### config.mk
export PLATFORM = sky130hd
export DESIGN_NAME = dtc_timer
export DESIGN_NICKNAME = d
export VERILOG_FILES = /design/src/common/dtc_pkg.sv /design/src/verilog/dtc_timer.sv
export VERILOG_INCLUDE_DIRS = /design/src /design/src/common
export SDC_FILE = /design/constraint.sdc
export NUM_CORES = 1
export LEC_CHECK = 0
export ABC_CLOCK_PERIOD_IN_PS = 7900
export BUFFER_PORTS_ARGS = -buffer_cell sky130_fd_sc_hd__clkbuf_2
export CAP_MARGIN = 20
export CORE_UTILIZATION = 41
export CTS_CLUSTER_SIZE = 16
export DETAILED_ROUTE_END_ITERATION = 10
export GPL_TIMING_DRIVEN = 0
export MAX_ROUTING_LAYER = met4
export SYNTH_ARGS = -nofsm -noshare
export SYNTH_HDL_FRONTEND = slang
export SYNTH_SLANG_ARGS = --single-unit
### constraint.sdc
create_clock -name clk -period 7.9 [get_ports clk]
set_input_delay 1.185 -clock clk [delete_from_list [all_inputs] [get_ports clk]]
set_output_delay 1.185 -clock clk [all_outputs]
set_load 0.01 [all_outputs]
### src/common/dtc_consts.svh
`ifndef DTC_CONSTS_SVH
`define DTC_CONSTS_SVH

// Register indices; the control offsets are not multiples of four, so byte address = 4 * index.
`define DTC_IDX_CTRL0 8'h0e
`define DTC_IDX_CTRL1 8'h11
`define DTC_IDX_LOW0 8'h0c
`define DTC_IDX_HIGH0 8'h0d
`define DTC_IDX_LOW1 8'h0f
`define DTC_IDX_HIGH1 8'h10
`define DTC_IDX_INTC 8'h0b
`define DTC_IDX_STAT 8'h20
`define DTC_IDX_MASK 8'h21

// Control register fields.
`define DTC_MODE_HI 7
`define DTC_MODE_LO 6
`define DTC_RUN_BIT 4
`define DTC_EDGE_BIT 3
`define DTC_CTRL_RST 8'h08
`define DTC_CTRL_WMASK 8'hd8

// Interrupt control fields.
`define DTC_F0_BIT 5
`define DTC_F1_BIT 6
`define DTC_EN0_BIT 2
`define DTC_EN1_BIT 3

// Timing.
`define DTC_CLK_MHZ 100
`define DTC_INT_DIV 4

`endif

### src/common/dtc_pkg.sv
package dtc_pkg;
  typedef enum logic [1:0] {
    DTC_MODE_NONE = 2'b00,
    DTC_MODE_EVENT = 2'b01,
    DTC_MODE_TIMER = 2'b10,
    DTC_MODE_PULSE = 2'b11
  } dtc_mode_t;

  typedef enum logic [1:0] {
    DTC_PW_WAIT = 2'b00,
    DTC_PW_MEAS = 2'b01,
    DTC_PW_DONE = 2'b10
  } dtc_pw_t;
endpackage

### src/verilog/dtc_timer.sv
`timescale 1ns/1ps
`include "dtc_consts.svh"

// Behaviour
// - Two independent 16-bit up-counters, clocked from a pin or internally.
// - Internal count clock is the system clock divided by four.
// - Low byte writes go to a buffer, moved with the high byte write.
// - Reading the low byte register returns the holding buffer.
// - Control bits 7:6 select mode: 01 event, 10 timer, 11 pulse width.
// - Event and timer modes count up, reload preload on overflow, set flag.
// - Counter 0 overflow sets bit 5, counter 1 sets bit 6 of interrupt control.
// - Event mode: edge select 1 counts falling edges, 0 rising edges.
// - Pulse mode: edge select 1 times high pulse, 0 times low pulse.
// - Pulse end stops counting, clears run bit, keeps result until rerun.
// - Pulse mode overflow reloads and requests interrupt like other modes.
// - Run bit 4 enables counting; only software clears it outside pulse mode.
// - A counter overflow is a wake-up source for the halted processor.
// - Clearing a counter's interrupt enable blocks its interrupt in any mode.
// - Control bits 0 to 2 and 5 read as zero.
// - Stopped counter loads with preload write; running counter updates preload only.
// - Count clock is blocked while software reads the counter.
module dtc_timer (
  input wire logic clk,
  input wire logic nrst,
  input wire logic [1:0] counterInputPin,
  input wire logic [31:0] s_axi_awaddr,
  input wire logic s_axi_awvalid,
  output logic s_axi_awready,
  input wire logic [31:0] s_axi_wdata,
  input wire logic [3:0] s_axi_wstrb,
  input wire logic s_axi_wvalid,
  output logic s_axi_wready,
  output logic [1:0] s_axi_bresp,
  output logic s_axi_bvalid,
  input wire logic s_axi_bready,
  input wire logic [31:0] s_axi_araddr,
  input wire logic s_axi_arvalid,
  output logic s_axi_arready,
  output logic [31:0] s_axi_rdata,
  output logic [1:0] s_axi_rresp,
  output logic s_axi_rvalid,
  input wire logic s_axi_rready,
  output logic irq,
  output logic wakeUp
);
  import dtc_pkg::*;

  // ----------------------------------------
  // Reset synchroniser and internal divider
  // ----------------------------------------
  logic rstMeta_r;
  logic rstSync_r;
  always_ff @(posedge clk or negedge nrst) begin
    if (!nrst) begin
      rstMeta_r <= 1'b0;
      rstSync_r <= 1'b0;
    end else begin
      rstMeta_r <= 1'b1;
      rstSync_r <= rstMeta_r;
    end
  end
  wire rstN = rstSync_r;

  logic [1:0] divCnt_r;
  logic tick_r;
  always_ff @(posedge clk or negedge rstN) begin
    if (!rstN) begin
      divCnt_r <= 2'h0;
      tick_r <= 1'b0;
    end else begin
      divCnt_r <= divCnt_r + 2'h1;
      tick_r <= (divCnt_r == 2'(`DTC_INT_DIV - 1));
    end
  end

  // ----------------------------------------
  // AXI4-Lite slave
  // ----------------------------------------
  logic awHeld_r;
  logic wHeld_r;
  logic [7:0] awIdx_r;
  logic [7:0] wByte_r;
  logic wLane_r;
  wire wrDo = awHeld_r && wHeld_r && !s_axi_bvalid;
  wire wrEn = wrDo && wLane_r;
  always_ff @(posedge clk or negedge rstN) begin
    if (!rstN) begin
      awHeld_r <= 1'b0;
      wHeld_r <= 1'b0;
      awIdx_r <= 8'h00;
      wByte_r <= 8'h00;
      wLane_r <= 1'b0;
    end else begin
      if (s_axi_awvalid && s_axi_awready) begin
        awHeld_r <= 1'b1;
        awIdx_r <= s_axi_awaddr[9:2];
      end else if (wrDo) begin
        awHeld_r <= 1'b0;
      end
      if (s_axi_wvalid && s_axi_wready) begin
        wHeld_r <= 1'b1;
        wByte_r <= s_axi_wdata[7:0];
        wLane_r <= s_axi_wstrb[0];
      end else if (wrDo) begin
        wHeld_r <= 1'b0;
      end
    end
  end
  wire wrMapped = (awIdx_r == `DTC_IDX_CTRL0) || (awIdx_r == `DTC_IDX_CTRL1) ||
                  (awIdx_r == `DTC_IDX_LOW0) || (awIdx_r == `DTC_IDX_LOW1) ||
                  (awIdx_r == `DTC_IDX_HIGH0) || (awIdx_r == `DTC_IDX_HIGH1) ||
                  (awIdx_r == `DTC_IDX_INTC) || (awIdx_r == `DTC_IDX_STAT) ||
                  (awIdx_r == `DTC_IDX_MASK);

  always_ff @(posedge clk or negedge rstN) begin
    if (!rstN) begin
      s_axi_awready <= 1'b0;
      s_axi_wready <= 1'b0;
      s_axi_bvalid <= 1'b0;
      s_axi_bresp <= 2'b00;
    end else begin
      s_axi_awready <= !awHeld_r && !(s_axi_awvalid && s_axi_awready) && !s_axi_bvalid;
      s_axi_wready <= !wHeld_r && !(s_axi_wvalid && s_axi_wready) && !s_axi_bvalid;
      if (wrDo) begin
        s_axi_bvalid <= 1'b1;
        s_axi_bresp <= wrMapped ? 2'b00 : 2'b10;
      end else if (s_axi_bready) begin
        s_axi_bvalid <= 1'b0;
      end
    end
  end

  // Read: address accepted, then data presented one cycle later.
  logic rdPend_r;
  logic [7:0] arIdx_r;
  always_ff @(posedge clk or negedge rstN) begin
    if (!rstN) begin
      s_axi_arready <= 1'b0;
      rdPend_r <= 1'b0;
      arIdx_r <= 8'h00;
    end else begin
      s_axi_arready <= !rdPend_r && !s_axi_rvalid && !(s_axi_arvalid && s_axi_arready);
      if (s_axi_arvalid && s_axi_arready) begin
        rdPend_r <= 1'b1;
        arIdx_r <= s_axi_araddr[9:2];
      end else begin
        rdPend_r <= 1'b0;
      end
    end
  end

  // ----------------------------------------
  // Counters
  // ----------------------------------------
  logic [7:0] ctrl_r [2];
  logic [7:0] lowBuf_r [2];
  logic [15:0] preload_r [2];
  logic [15:0] count_r [2];
  logic [1:0] pin_r;
  logic [1:0] ovf;
  dtc_pw_t pw_r [2];

  genvar g;
  generate
    for (g = 0; g < 2; g++) begin : gCh
      wire [7:0] idxCtrl = (g == 0) ? `DTC_IDX_CTRL0 : `DTC_IDX_CTRL1;
      wire [7:0] idxLow = (g == 0) ? `DTC_IDX_LOW0 : `DTC_IDX_LOW1;
      wire [7:0] idxHigh = (g == 0) ? `DTC_IDX_HIGH0 : `DTC_IDX_HIGH1;
      dtc_mode_t mode;
      assign mode = dtc_mode_t'(ctrl_r[g][`DTC_MODE_HI:`DTC_MODE_LO]);
      wire run = ctrl_r[g][`DTC_RUN_BIT];
      wire edgeSel = ctrl_r[g][`DTC_EDGE_BIT];
      wire rise = counterInputPin[g] && !pin_r[g];
      wire fall = !counterInputPin[g] && pin_r[g];
      // A pending read of this channel's counter freezes it for a consistent snapshot.
      wire rdBlock = (s_axi_arvalid && s_axi_arready &&
                      (s_axi_araddr[9:2] == idxHigh || s_axi_araddr[9:2] == idxLow)) ||
                     (rdPend_r && (arIdx_r == idxHigh || arIdx_r == idxLow));
      wire evtEdge = edgeSel ? fall : rise;
      wire startEdge = edgeSel ? rise : fall;
      wire stopEdge = edgeSel ? fall : rise;
      wire inc = run && !rdBlock &&
                 ((mode == DTC_MODE_EVENT && evtEdge) ||
                  (mode == DTC_MODE_TIMER && tick_r) ||
                  (mode == DTC_MODE_PULSE && pw_r[g] == DTC_PW_MEAS && tick_r));
      wire pwStop = run && mode == DTC_MODE_PULSE && pw_r[g] == DTC_PW_MEAS && stopEdge;
      wire ctrlWr = wrEn && awIdx_r == idxCtrl;
      assign ovf[g] = inc && (count_r[g] == 16'hffff);

      always_ff @(posedge clk or negedge rstN) begin
        if (!rstN) begin
          ctrl_r[g] <= `DTC_CTRL_RST;
        end else if (ctrlWr) begin
          ctrl_r[g] <= wByte_r & `DTC_CTRL_WMASK;
        end else if (pwStop) begin
          ctrl_r[g][`DTC_RUN_BIT] <= 1'b0;
        end
      end

      always_ff @(posedge clk or negedge rstN) begin
        if (!rstN) begin
          pw_r[g] <= DTC_PW_WAIT;
        end else if (ctrlWr || mode != DTC_MODE_PULSE || !run) begin
          pw_r[g] <= DTC_PW_WAIT;
        end else begin
          case (pw_r[g])
            DTC_PW_WAIT: if (startEdge) begin
              pw_r[g] <= DTC_PW_MEAS;
            end
            DTC_PW_MEAS: if (stopEdge) begin
              pw_r[g] <= DTC_PW_DONE;
            end
            DTC_PW_DONE: pw_r[g] <= DTC_PW_DONE;
            default: pw_r[g] <= DTC_PW_WAIT;
          endcase
        end
      end

      always_ff @(posedge clk or negedge rstN) begin
        if (!rstN) begin
          lowBuf_r[g] <= 8'h00;
          preload_r[g] <= 16'h0000;
          count_r[g] <= 16'h0000;
        end else begin
          if (wrEn && awIdx_r == idxLow) begin
            lowBuf_r[g] <= wByte_r;
          end
          if (wrEn && awIdx_r == idxHigh) begin
            preload_r[g] <= {wByte_r, lowBuf_r[g]};
          end
          if (wrEn && awIdx_r == idxHigh && !run) begin
            count_r[g] <= {wByte_r, lowBuf_r[g]};
          end else if (ovf[g]) begin
            count_r[g] <= preload_r[g];
          end else if (inc) begin
            count_r[g] <= count_r[g] + 16'h0001;
          end
        end
      end
    end
  endgenerate

  always_ff @(posedge clk or negedge rstN) begin
    if (!rstN) begin
      pin_r <= 2'b00;
    end else begin
      pin_r <= counterInputPin;
    end
  end

  // ----------------------------------------
  // Flags, enables, interrupt and wake-up
  // ----------------------------------------
  logic [1:0] flag_r;
  logic [1:0] irqEn_r;
  logic [1:0] mask_r;
  wire intcWr = wrEn && awIdx_r == `DTC_IDX_INTC;
  wire statWr = wrEn && awIdx_r == `DTC_IDX_STAT;
  always_ff @(posedge clk or negedge rstN) begin
    if (!rstN) begin
      flag_r <= 2'b00;
      irqEn_r <= 2'b00;
      mask_r <= 2'b00;
    end else begin
      // A new overflow wins over a clear in the same cycle.
      flag_r[0] <= ovf[0] | (flag_r[0] &
                   !(intcWr & !wByte_r[`DTC_F0_BIT]) & !(statWr & wByte_r[0]));
      flag_r[1] <= ovf[1] | (flag_r[1] &
                   !(intcWr & !wByte_r[`DTC_F1_BIT]) & !(statWr & wByte_r[1]));
      if (intcWr) begin
        irqEn_r <= {wByte_r[`DTC_EN1_BIT], wByte_r[`DTC_EN0_BIT]};
      end
      if (wrEn && awIdx_r == `DTC_IDX_MASK) begin
        mask_r <= wByte_r[1:0];
      end
    end
  end

  always_ff @(posedge clk or negedge rstN) begin
    if (!rstN) begin
      irq <= 1'b0;
      wakeUp <= 1'b0;
    end else begin
      irq <= |(flag_r & irqEn_r & mask_r);
      wakeUp <= |ovf;
    end
  end

  // ----------------------------------------
  // Read data
  // ----------------------------------------
  always_ff @(posedge clk or negedge rstN) begin
    if (!rstN) begin
      s_axi_rvalid <= 1'b0;
      s_axi_rdata <= 32'h0000_0000;
      s_axi_rresp <= 2'b00;
    end else if (rdPend_r) begin
      s_axi_rvalid <= 1'b1;
      s_axi_rresp <= 2'b00;
      case (arIdx_r)
        `DTC_IDX_CTRL0: s_axi_rdata <= {24'h0, ctrl_r[0]};
        `DTC_IDX_CTRL1: s_axi_rdata <= {24'h0, ctrl_r[1]};
        `DTC_IDX_LOW0: s_axi_rdata <= {24'h0, lowBuf_r[0]};
        `DTC_IDX_LOW1: s_axi_rdata <= {24'h0, lowBuf_r[1]};
        `DTC_IDX_HIGH0: s_axi_rdata <= {24'h0, count_r[0][15:8]};
        `DTC_IDX_HIGH1: s_axi_rdata <= {24'h0, count_r[1][15:8]};
        `DTC_IDX_INTC: s_axi_rdata <= {25'h0, flag_r, 1'b0, irqEn_r, 2'b00};
        `DTC_IDX_STAT: s_axi_rdata <= {30'h0, flag_r};
        `DTC_IDX_MASK: s_axi_rdata <= {30'h0, mask_r};
        default: begin
          s_axi_rdata <= 32'h0000_0000;
          s_axi_rresp <= 2'b10;
        end
      endcase
    end else if (s_axi_rready) begin
      s_axi_rvalid <= 1'b0;
    end
  end

  // ----------------------------------------
  // Checks
  // ----------------------------------------
  AST_DIV4: assert property (@(posedge clk) disable iff (!rstN)
    tick_r |=> !tick_r [*3] ##1 tick_r) else $error("divider not by four");
  AST_RESERVED: assert property (@(posedge clk) disable iff (!rstN)
    (ctrl_r[0] & 8'h27) == 8'h00 && (ctrl_r[1] & 8'h27) == 8'h00)
    else $error("reserved control bits set");
  AST_RELOAD: assert property (@(posedge clk) disable iff (!rstN)
    ovf[0] && !(wrEn && awIdx_r == `DTC_IDX_HIGH0) |=> count_r[0] == $past(preload_r[0]))
    else $error("overflow did not reload");
  AST_FLAG: assert property (@(posedge clk) disable iff (!rstN)
    ovf[1] |=> flag_r[1]) else $error("overflow flag not set");
  AST_STICKY: assert property (@(posedge clk) disable iff (!rstN)
    flag_r[0] && !wrEn |=> flag_r[0]) else $error("flag lost without clear");
  AST_IRQ: assert property (@(posedge clk) disable iff (!rstN)
    !irqEn_r[0] && !irqEn_r[1] |=> !irq) else $error("irq while disabled");
  AST_WAKE: assert property (@(posedge clk) disable iff (!rstN)
    ovf[0] |=> wakeUp) else $error("no wake-up on overflow");
  AST_STOPPED: assert property (@(posedge clk) disable iff (!rstN)
    !ctrl_r[0][`DTC_RUN_BIT] && !(wrEn && awIdx_r == `DTC_IDX_HIGH0)
    |=> count_r[0] == $past(count_r[0])) else $error("stopped counter moved");
  AST_LOWBUF: assert property (@(posedge clk) disable iff (!rstN)
    wrEn && awIdx_r == `DTC_IDX_LOW0 && ctrl_r[0][`DTC_RUN_BIT] |=> preload_r[0] == $past(preload_r[0]))
    else $error("low write reached preload");
endmodule

Yosys cells after proc, flatten, opt, wreduce, memory -nomap -nowiden:

Index checks and enable logic that the tools add are counted.

* flip-flop bits (word level): 176
* bits of input ports: 109
* output and inout port bits: 43
* logic and storage cells: 236

* add/sub/neg operators: 3
* equal/unequal tests: 41
* mux-type cells: 33
* bitwise gates (word level): 12
* reduce and logical (&&, ||, !) cells: 110

Operators by type and width (count)
* 8-bit by 4-bit == test with 1-bit output, second input constant: 13
* 16-bit 2-to-1 mux: 6
* 8-bit case mux with 9 select lines: 1
* 1-bit logical AND: 51
* 8-bit by 5-bit == test with 1-bit output, second input constant: 5
* 16-bit by 1-bit adder with 16-bit output, second input constant: 2
* 16-bit == test, second input constant: 2
* 8-bit by 6-bit == test with 1-bit output, second input constant: 4
* 1-bit logical NOT: 22
* 1-bit logical OR: 22
* 1-bit 2-to-1 mux: 16
* 2-bit 2-to-1 mux: 8
* 2-bit == test, second input constant: 7
* 2-bit case mux with 3 select lines: 2
* 2-bit nonzero test: 6
* 9-bit OR reduction: 1
* 1-bit bitwise AND: 8
* 2-bit by 1-bit == test with 1-bit output, second input constant: 4
* 3-bit by 2-bit != test with 1-bit output, second input constant: 2
* 3-bit != test, second input constant: 2
* 3-bit nonzero test: 2
* 2-bit bitwise AND: 2
* 2-bit logical NOT: 2
* 2-bit != test, second input constant: 2
* 4 further kinds: 7

Logic depth before layout (Yosys ltp):

* word-level depth: 10
* mapped depth: 9
* mapped depth without buffers: 8

Worst setup path before layout:

Ideal clock, no wire load.

* path kind: in2reg
* start point: in counterInputPin[1]
* end point: reg count_r[2] (netlist name)
* library setup time: 0.126 ns
* data arrival time: 2.532 ns
* slack: 5.242 ns
* stages: 7
* path buffers: 1
* cell sequence: nand2b_1 -> mux2_2 -> o31ai_2 -> nand3_2 -> buf_6 -> mux2i_1 -> a221o_1

* cells in the longest elaborated chain, start to end: 10
* elaborated cells between the ends (all ways): 12

RTL lines
* from (decl): line dtc_timer.sv:25 `input wire logic [1:0] counterInputPin,`
* 1-bit logical NOT: line dtc_timer.sv:174 `wire fall = !counterInputPin[g] && pin_r[g];`
* 1-bit logical AND: line dtc_timer.sv:174
* 1-bit 2-to-1 mux (*): line dtc_timer.sv:179 `wire evtEdge = edgeSel ? fall : rise;`
* 1-bit logical AND (*): line dtc_timer.sv:183 `((mode == DTC_MODE_EVENT && evtEdge) ||`
* 1-bit logical OR (*): line dtc_timer.sv:183
* 1-bit logical OR (*): line dtc_timer.sv:184 `(mode == DTC_MODE_TIMER && tick_r) ||`
* 1-bit logical AND (*): line dtc_timer.sv:182 `wire inc = run && !rdBlock &&`
* 1-bit logical AND: line dtc_timer.sv:188 `assign ovf[g] = inc && (count_r[g] == 16'hffff);`
* 16-bit 2-to-1 mux: line dtc_timer.sv:233 `end else if (ovf[g]) begin`
* 16-bit 2-to-1 mux: line dtc_timer.sv:231 `if (wrEn && awIdx_r == idxHigh && !run) begin`
* to (signal, indexed assignment): line dtc_timer.sv:232 `count_r[g] <= {wByte_r, lowBuf_r[g]};`
* to (signal, indexed assignment): line dtc_timer.sv:234 `count_r[g] <= preload_r[g];`
* to (signal, indexed assignment): line dtc_timer.sv:236 `count_r[g] <= count_r[g] + 16'h0001;`
* to (decl): line dtc_timer.sv:158 `logic [15:0] count_r [2];`

Every way passes the cells marked *; elsewhere a longest branch is shown, timed or not.
A chain may end at the register's enable or synchronous reset.

Worst setup path in the final report:

* start point: in counterInputPin[0]
* end point: reg count_r[22] (netlist name)

The elaborated chain is that of the path after synthesis.

==> impl_metrics.env <==
export IMPL_outcome="complete, but fails checks"
export IMPL_violations="DRC"
export IMPL_ys_ff_latch=150
export IMPL_syn_area_per_cell_um2=11.2
export IMPL_end_kind="register"
export IMPL_rows=49
export IMPL_synth_edf_count=0
export IMPL_r2r_end="count_r[28]$_DFFE_PN0P_"
export IMPL_yosys_warnings=0
export IMPL_yosys_most_used_dff="dfrtp_1"
export IMPL_place_congestion=0.905
export IMPL_htree_num_levels=4
export IMPL_critPathLaunchType="primary input"
export IMPL_ys_seq_area_share_pct=48.7
export IMPL_slew_viol_final=0
export IMPL_dpl_cell_count=997
export IMPL_ys_top_cells_by_count="dfrtp_1, mux2_2, nand2_1, nor2_1, a221o_1"
export IMPL_rsz0062_at_grt="no"
export IMPL_grt_max_degree=73
export IMPL_fin_nets=905
export IMPL_cp_data_required_time_ns=8.27
export IMPL_p_leak_nw=4.09
export IMPL_crit_path_max_fanout=10
export IMPL_fin_crit_ns=2.78
export IMPL_async_reset_ff_share_pct=100
export IMPL_drc=10
export IMPL_worst_slew_margin_rel_pct=31.6
export IMPL_critPathMaxStageDelay_ns=0.36
export IMPL_grt_pass1_wl_um=31800
export IMPL_start_util_pct=42.3
export IMPL_clkSinkCount=150
export IMPL_timing_fmax_mhz=360
export IMPL_path_clk_slew_ns=0.06
export IMPL_synth_top_area_share_pct=48.0
export IMPL_layout_drive_gt1_share_pct=29.5
export IMPL_diodes=0
export IMPL_power_density_mw_per_mm2=263
export IMPL_numCtsBuffers=17
export IMPL_drt_antenna_violating_nets=0
export IMPL_io_buffers=50
export IMPL_post_dp_hpwl_um=13900
export IMPL_syn_inst=690
export IMPL_final_core_util_pct=49.5
export IMPL_peakVddDrop_mv=0.203
export IMPL_fp_dieW_um=139
export IMPL_critPathKind="in -> reg"
export IMPL_die_h_um=139
export IMPL_cts_max_path_buffers=2
export IMPL_area_growth_pct=16.9
export IMPL_worstMarginPinSlew_ns=1.02
export IMPL_post_route_period_util_pct=35.1
export IMPL_antenna_found_initial=0
export IMPL_clock_latency_ns=0.43
export IMPL_dieArea_mm2=0.0194
export IMPL_synthMostInstantiatedCell="dfrtp_1"
export IMPL_rr_startpoint="awIdx_r[5]$_DFFE_PN0P_"
export IMPL_final_cells=1029
export IMPL_grtUsageTotal_pct=22.0
export IMPL_drt_initial_drc_count=539
export IMPL_drt_total_wl_um=19200
export IMPL_cts_tree="done"
export IMPL_grt_pass1_vias=5709
export IMPL_io_pins=152
export IMPL_viasPerCell=5.64
export IMPL_fin_worst_skew_ns=0.00922
export IMPL_wire_per_inst_um=18.7
export IMPL_globalRouteOverflowTotal=0
export IMPL_dr_pass1_iters=8
export IMPL_hold_viol=0
export IMPL_crit_chain="clkbuf_2 -> or3b_1 -> a21boi_0 -> o2111a_1 -> nand2_1 -> clkbuf_1 -> o31ai_1 -> a21o_1"
export IMPL_hold_buffers=0
export IMPL_ys_types=72
export IMPL_cpMaxStageDelayCell="or3b_1"
export IMPL_rrSetupSlack_ns=5.25
export IMPL_report_final_setup_viol=0
export IMPL_synthTopCellsByArea="dfrtp_1, mux2_2, a221o_1, buf_4, nand2_1"
export IMPL_hold_path_class="reg -> async"
export IMPL_vias=5800
export IMPL_cts_root_buf="clkbuf_16"
export IMPL_postCtsSetupRepairBufs=0
export IMPL_cp_arrival_ns=3.14
export IMPL_fin_setup_tns_ns=0
export IMPL_rr_worst_depth=6
export IMPL_core_mm2=0.0182
export IMPL_max_cap_violations=0
export IMPL_cts_resized=0
export IMPL_synth_area_leader_cell="dfrtp_1"
export IMPL_synthesis_area_mm2=0.00771
export IMPL_whs_ns=0.155
area by class of cell:
type	instances	area, µm²
buffer	60	378
multi-input combinational	480	3580
tap	229	287
timing repair buffer	53	313
sequential	150	3760
clock inverter	13	155
clock buffer	19	453
fill	1656	9190
inverter	25	93.8
placed cells by master (no fill, tap or decap), types with 21 or more instances in the layout:
master	count
nand2_1	43
clkbuf_2	50
nor2_1	37
a221o_1	29
nand3_1	24
buf_4	27
mux2_2	86
inv_1	23
o21ai_0	23
dfrtp_1	147
a21oi_1	21
conb_1	27
worst max-delay path by stage:
stage	startpoint	end	slack (ns)	cells past startpoint
6_report	counterInputPin[0]	count_r[22]$_DFFE_PN0P_	5.12	8
3_5_place_dp	counterInputPin[0]	count_r[22]$_DFFE_PN0P_	4.74	8
4_1_cts	counterInputPin[0]	count_r[22]$_DFFE_PN0P_	5.18	8
2_1_floorplan	rstN$_DFF_PN0_	arIdx_r[0]$_DFFE_PN0P_	3.41	0
5_1_grt	counterInputPin[0]	count_r[22]$_DFFE_PN0P_	5.00	8
3_3_place_gp	rstN$_DFF_PN0_	s_axi_rresp[1]$_DFFE_PN0P_	1.79	0
per-layer routing:
layer | track usage [%] | share of wire (%) | vias up
met3 | 4.90 | 4.7 | 31
met2 | 32.9 | 46 | 197
met4 | 8.77 | 2.8 | 0
li1 | - | - | 2688
met5 | - | 0 | -
met1 | 28.9 | 47 | 2884
per-stage QoR:
| step | cell area, µm² | power (mW) | setup WS, ns |
|---|---|---|---|
| 2_1_floorplan | 7800 | 1.36 | 3.41 |
| 3_3_place_gp | 8340 | 1.52 | 1.79 |
| 3_5_place_dp | 8410 | 1.54 | 4.74 |
| 4_1_cts | 9010 | 2.39 | 5.18 |
| 5_1_grt | 9010 | 2.49 | 5.00 |
| 6_report | 9010 | 2.37 | 5.12 |
logic make-up after synthesis:
logic type / count (synthesis) / synth area share (%)
and+or+nand+nor: 184 / 13.2
DFF: 150 / 48.7
AOI/OAI and AO/OA: 142 / 13.7
muxes: 102 / 15.0
buffers and inverters: 85 / 6.12
xor gates and xnor gates: 16 / 1.82
adders and majority gates: 9 / 1.46
other: 2 / 0.0974
sequential cells by signal (all words and copies together) (netlist names), 2 cells and up:
signal / flops
irqEn_r: 2
mask_r: 2
s_axi_rdata: 8
pw_r: 4
pin_r: 2
arIdx_r: 8
preload_r: 32
awIdx_r: 8
count_r: 32
flag_r: 2
ctrl_r: 8
lowBuf_r: 16
divCnt_r: 2
wByte_r: 8
worst max-delay path: cells and delay by family:
kind                   cells  cell delay [ns]
buffers and inverters      2             0.44
AO/OA/AOI/OAI              4             1.00
AND/OR/NAND/NOR            2             0.51
where the power goes:
part           total (mW)  internal (mW)  switching (mW)
clock network       0.837          0.511           0.327
logic               0.498          0.223           0.275
registers            1.04          0.890           0.146
total                2.37           1.62           0.748
No activity file was read; power rests on OpenSTA's default activity.
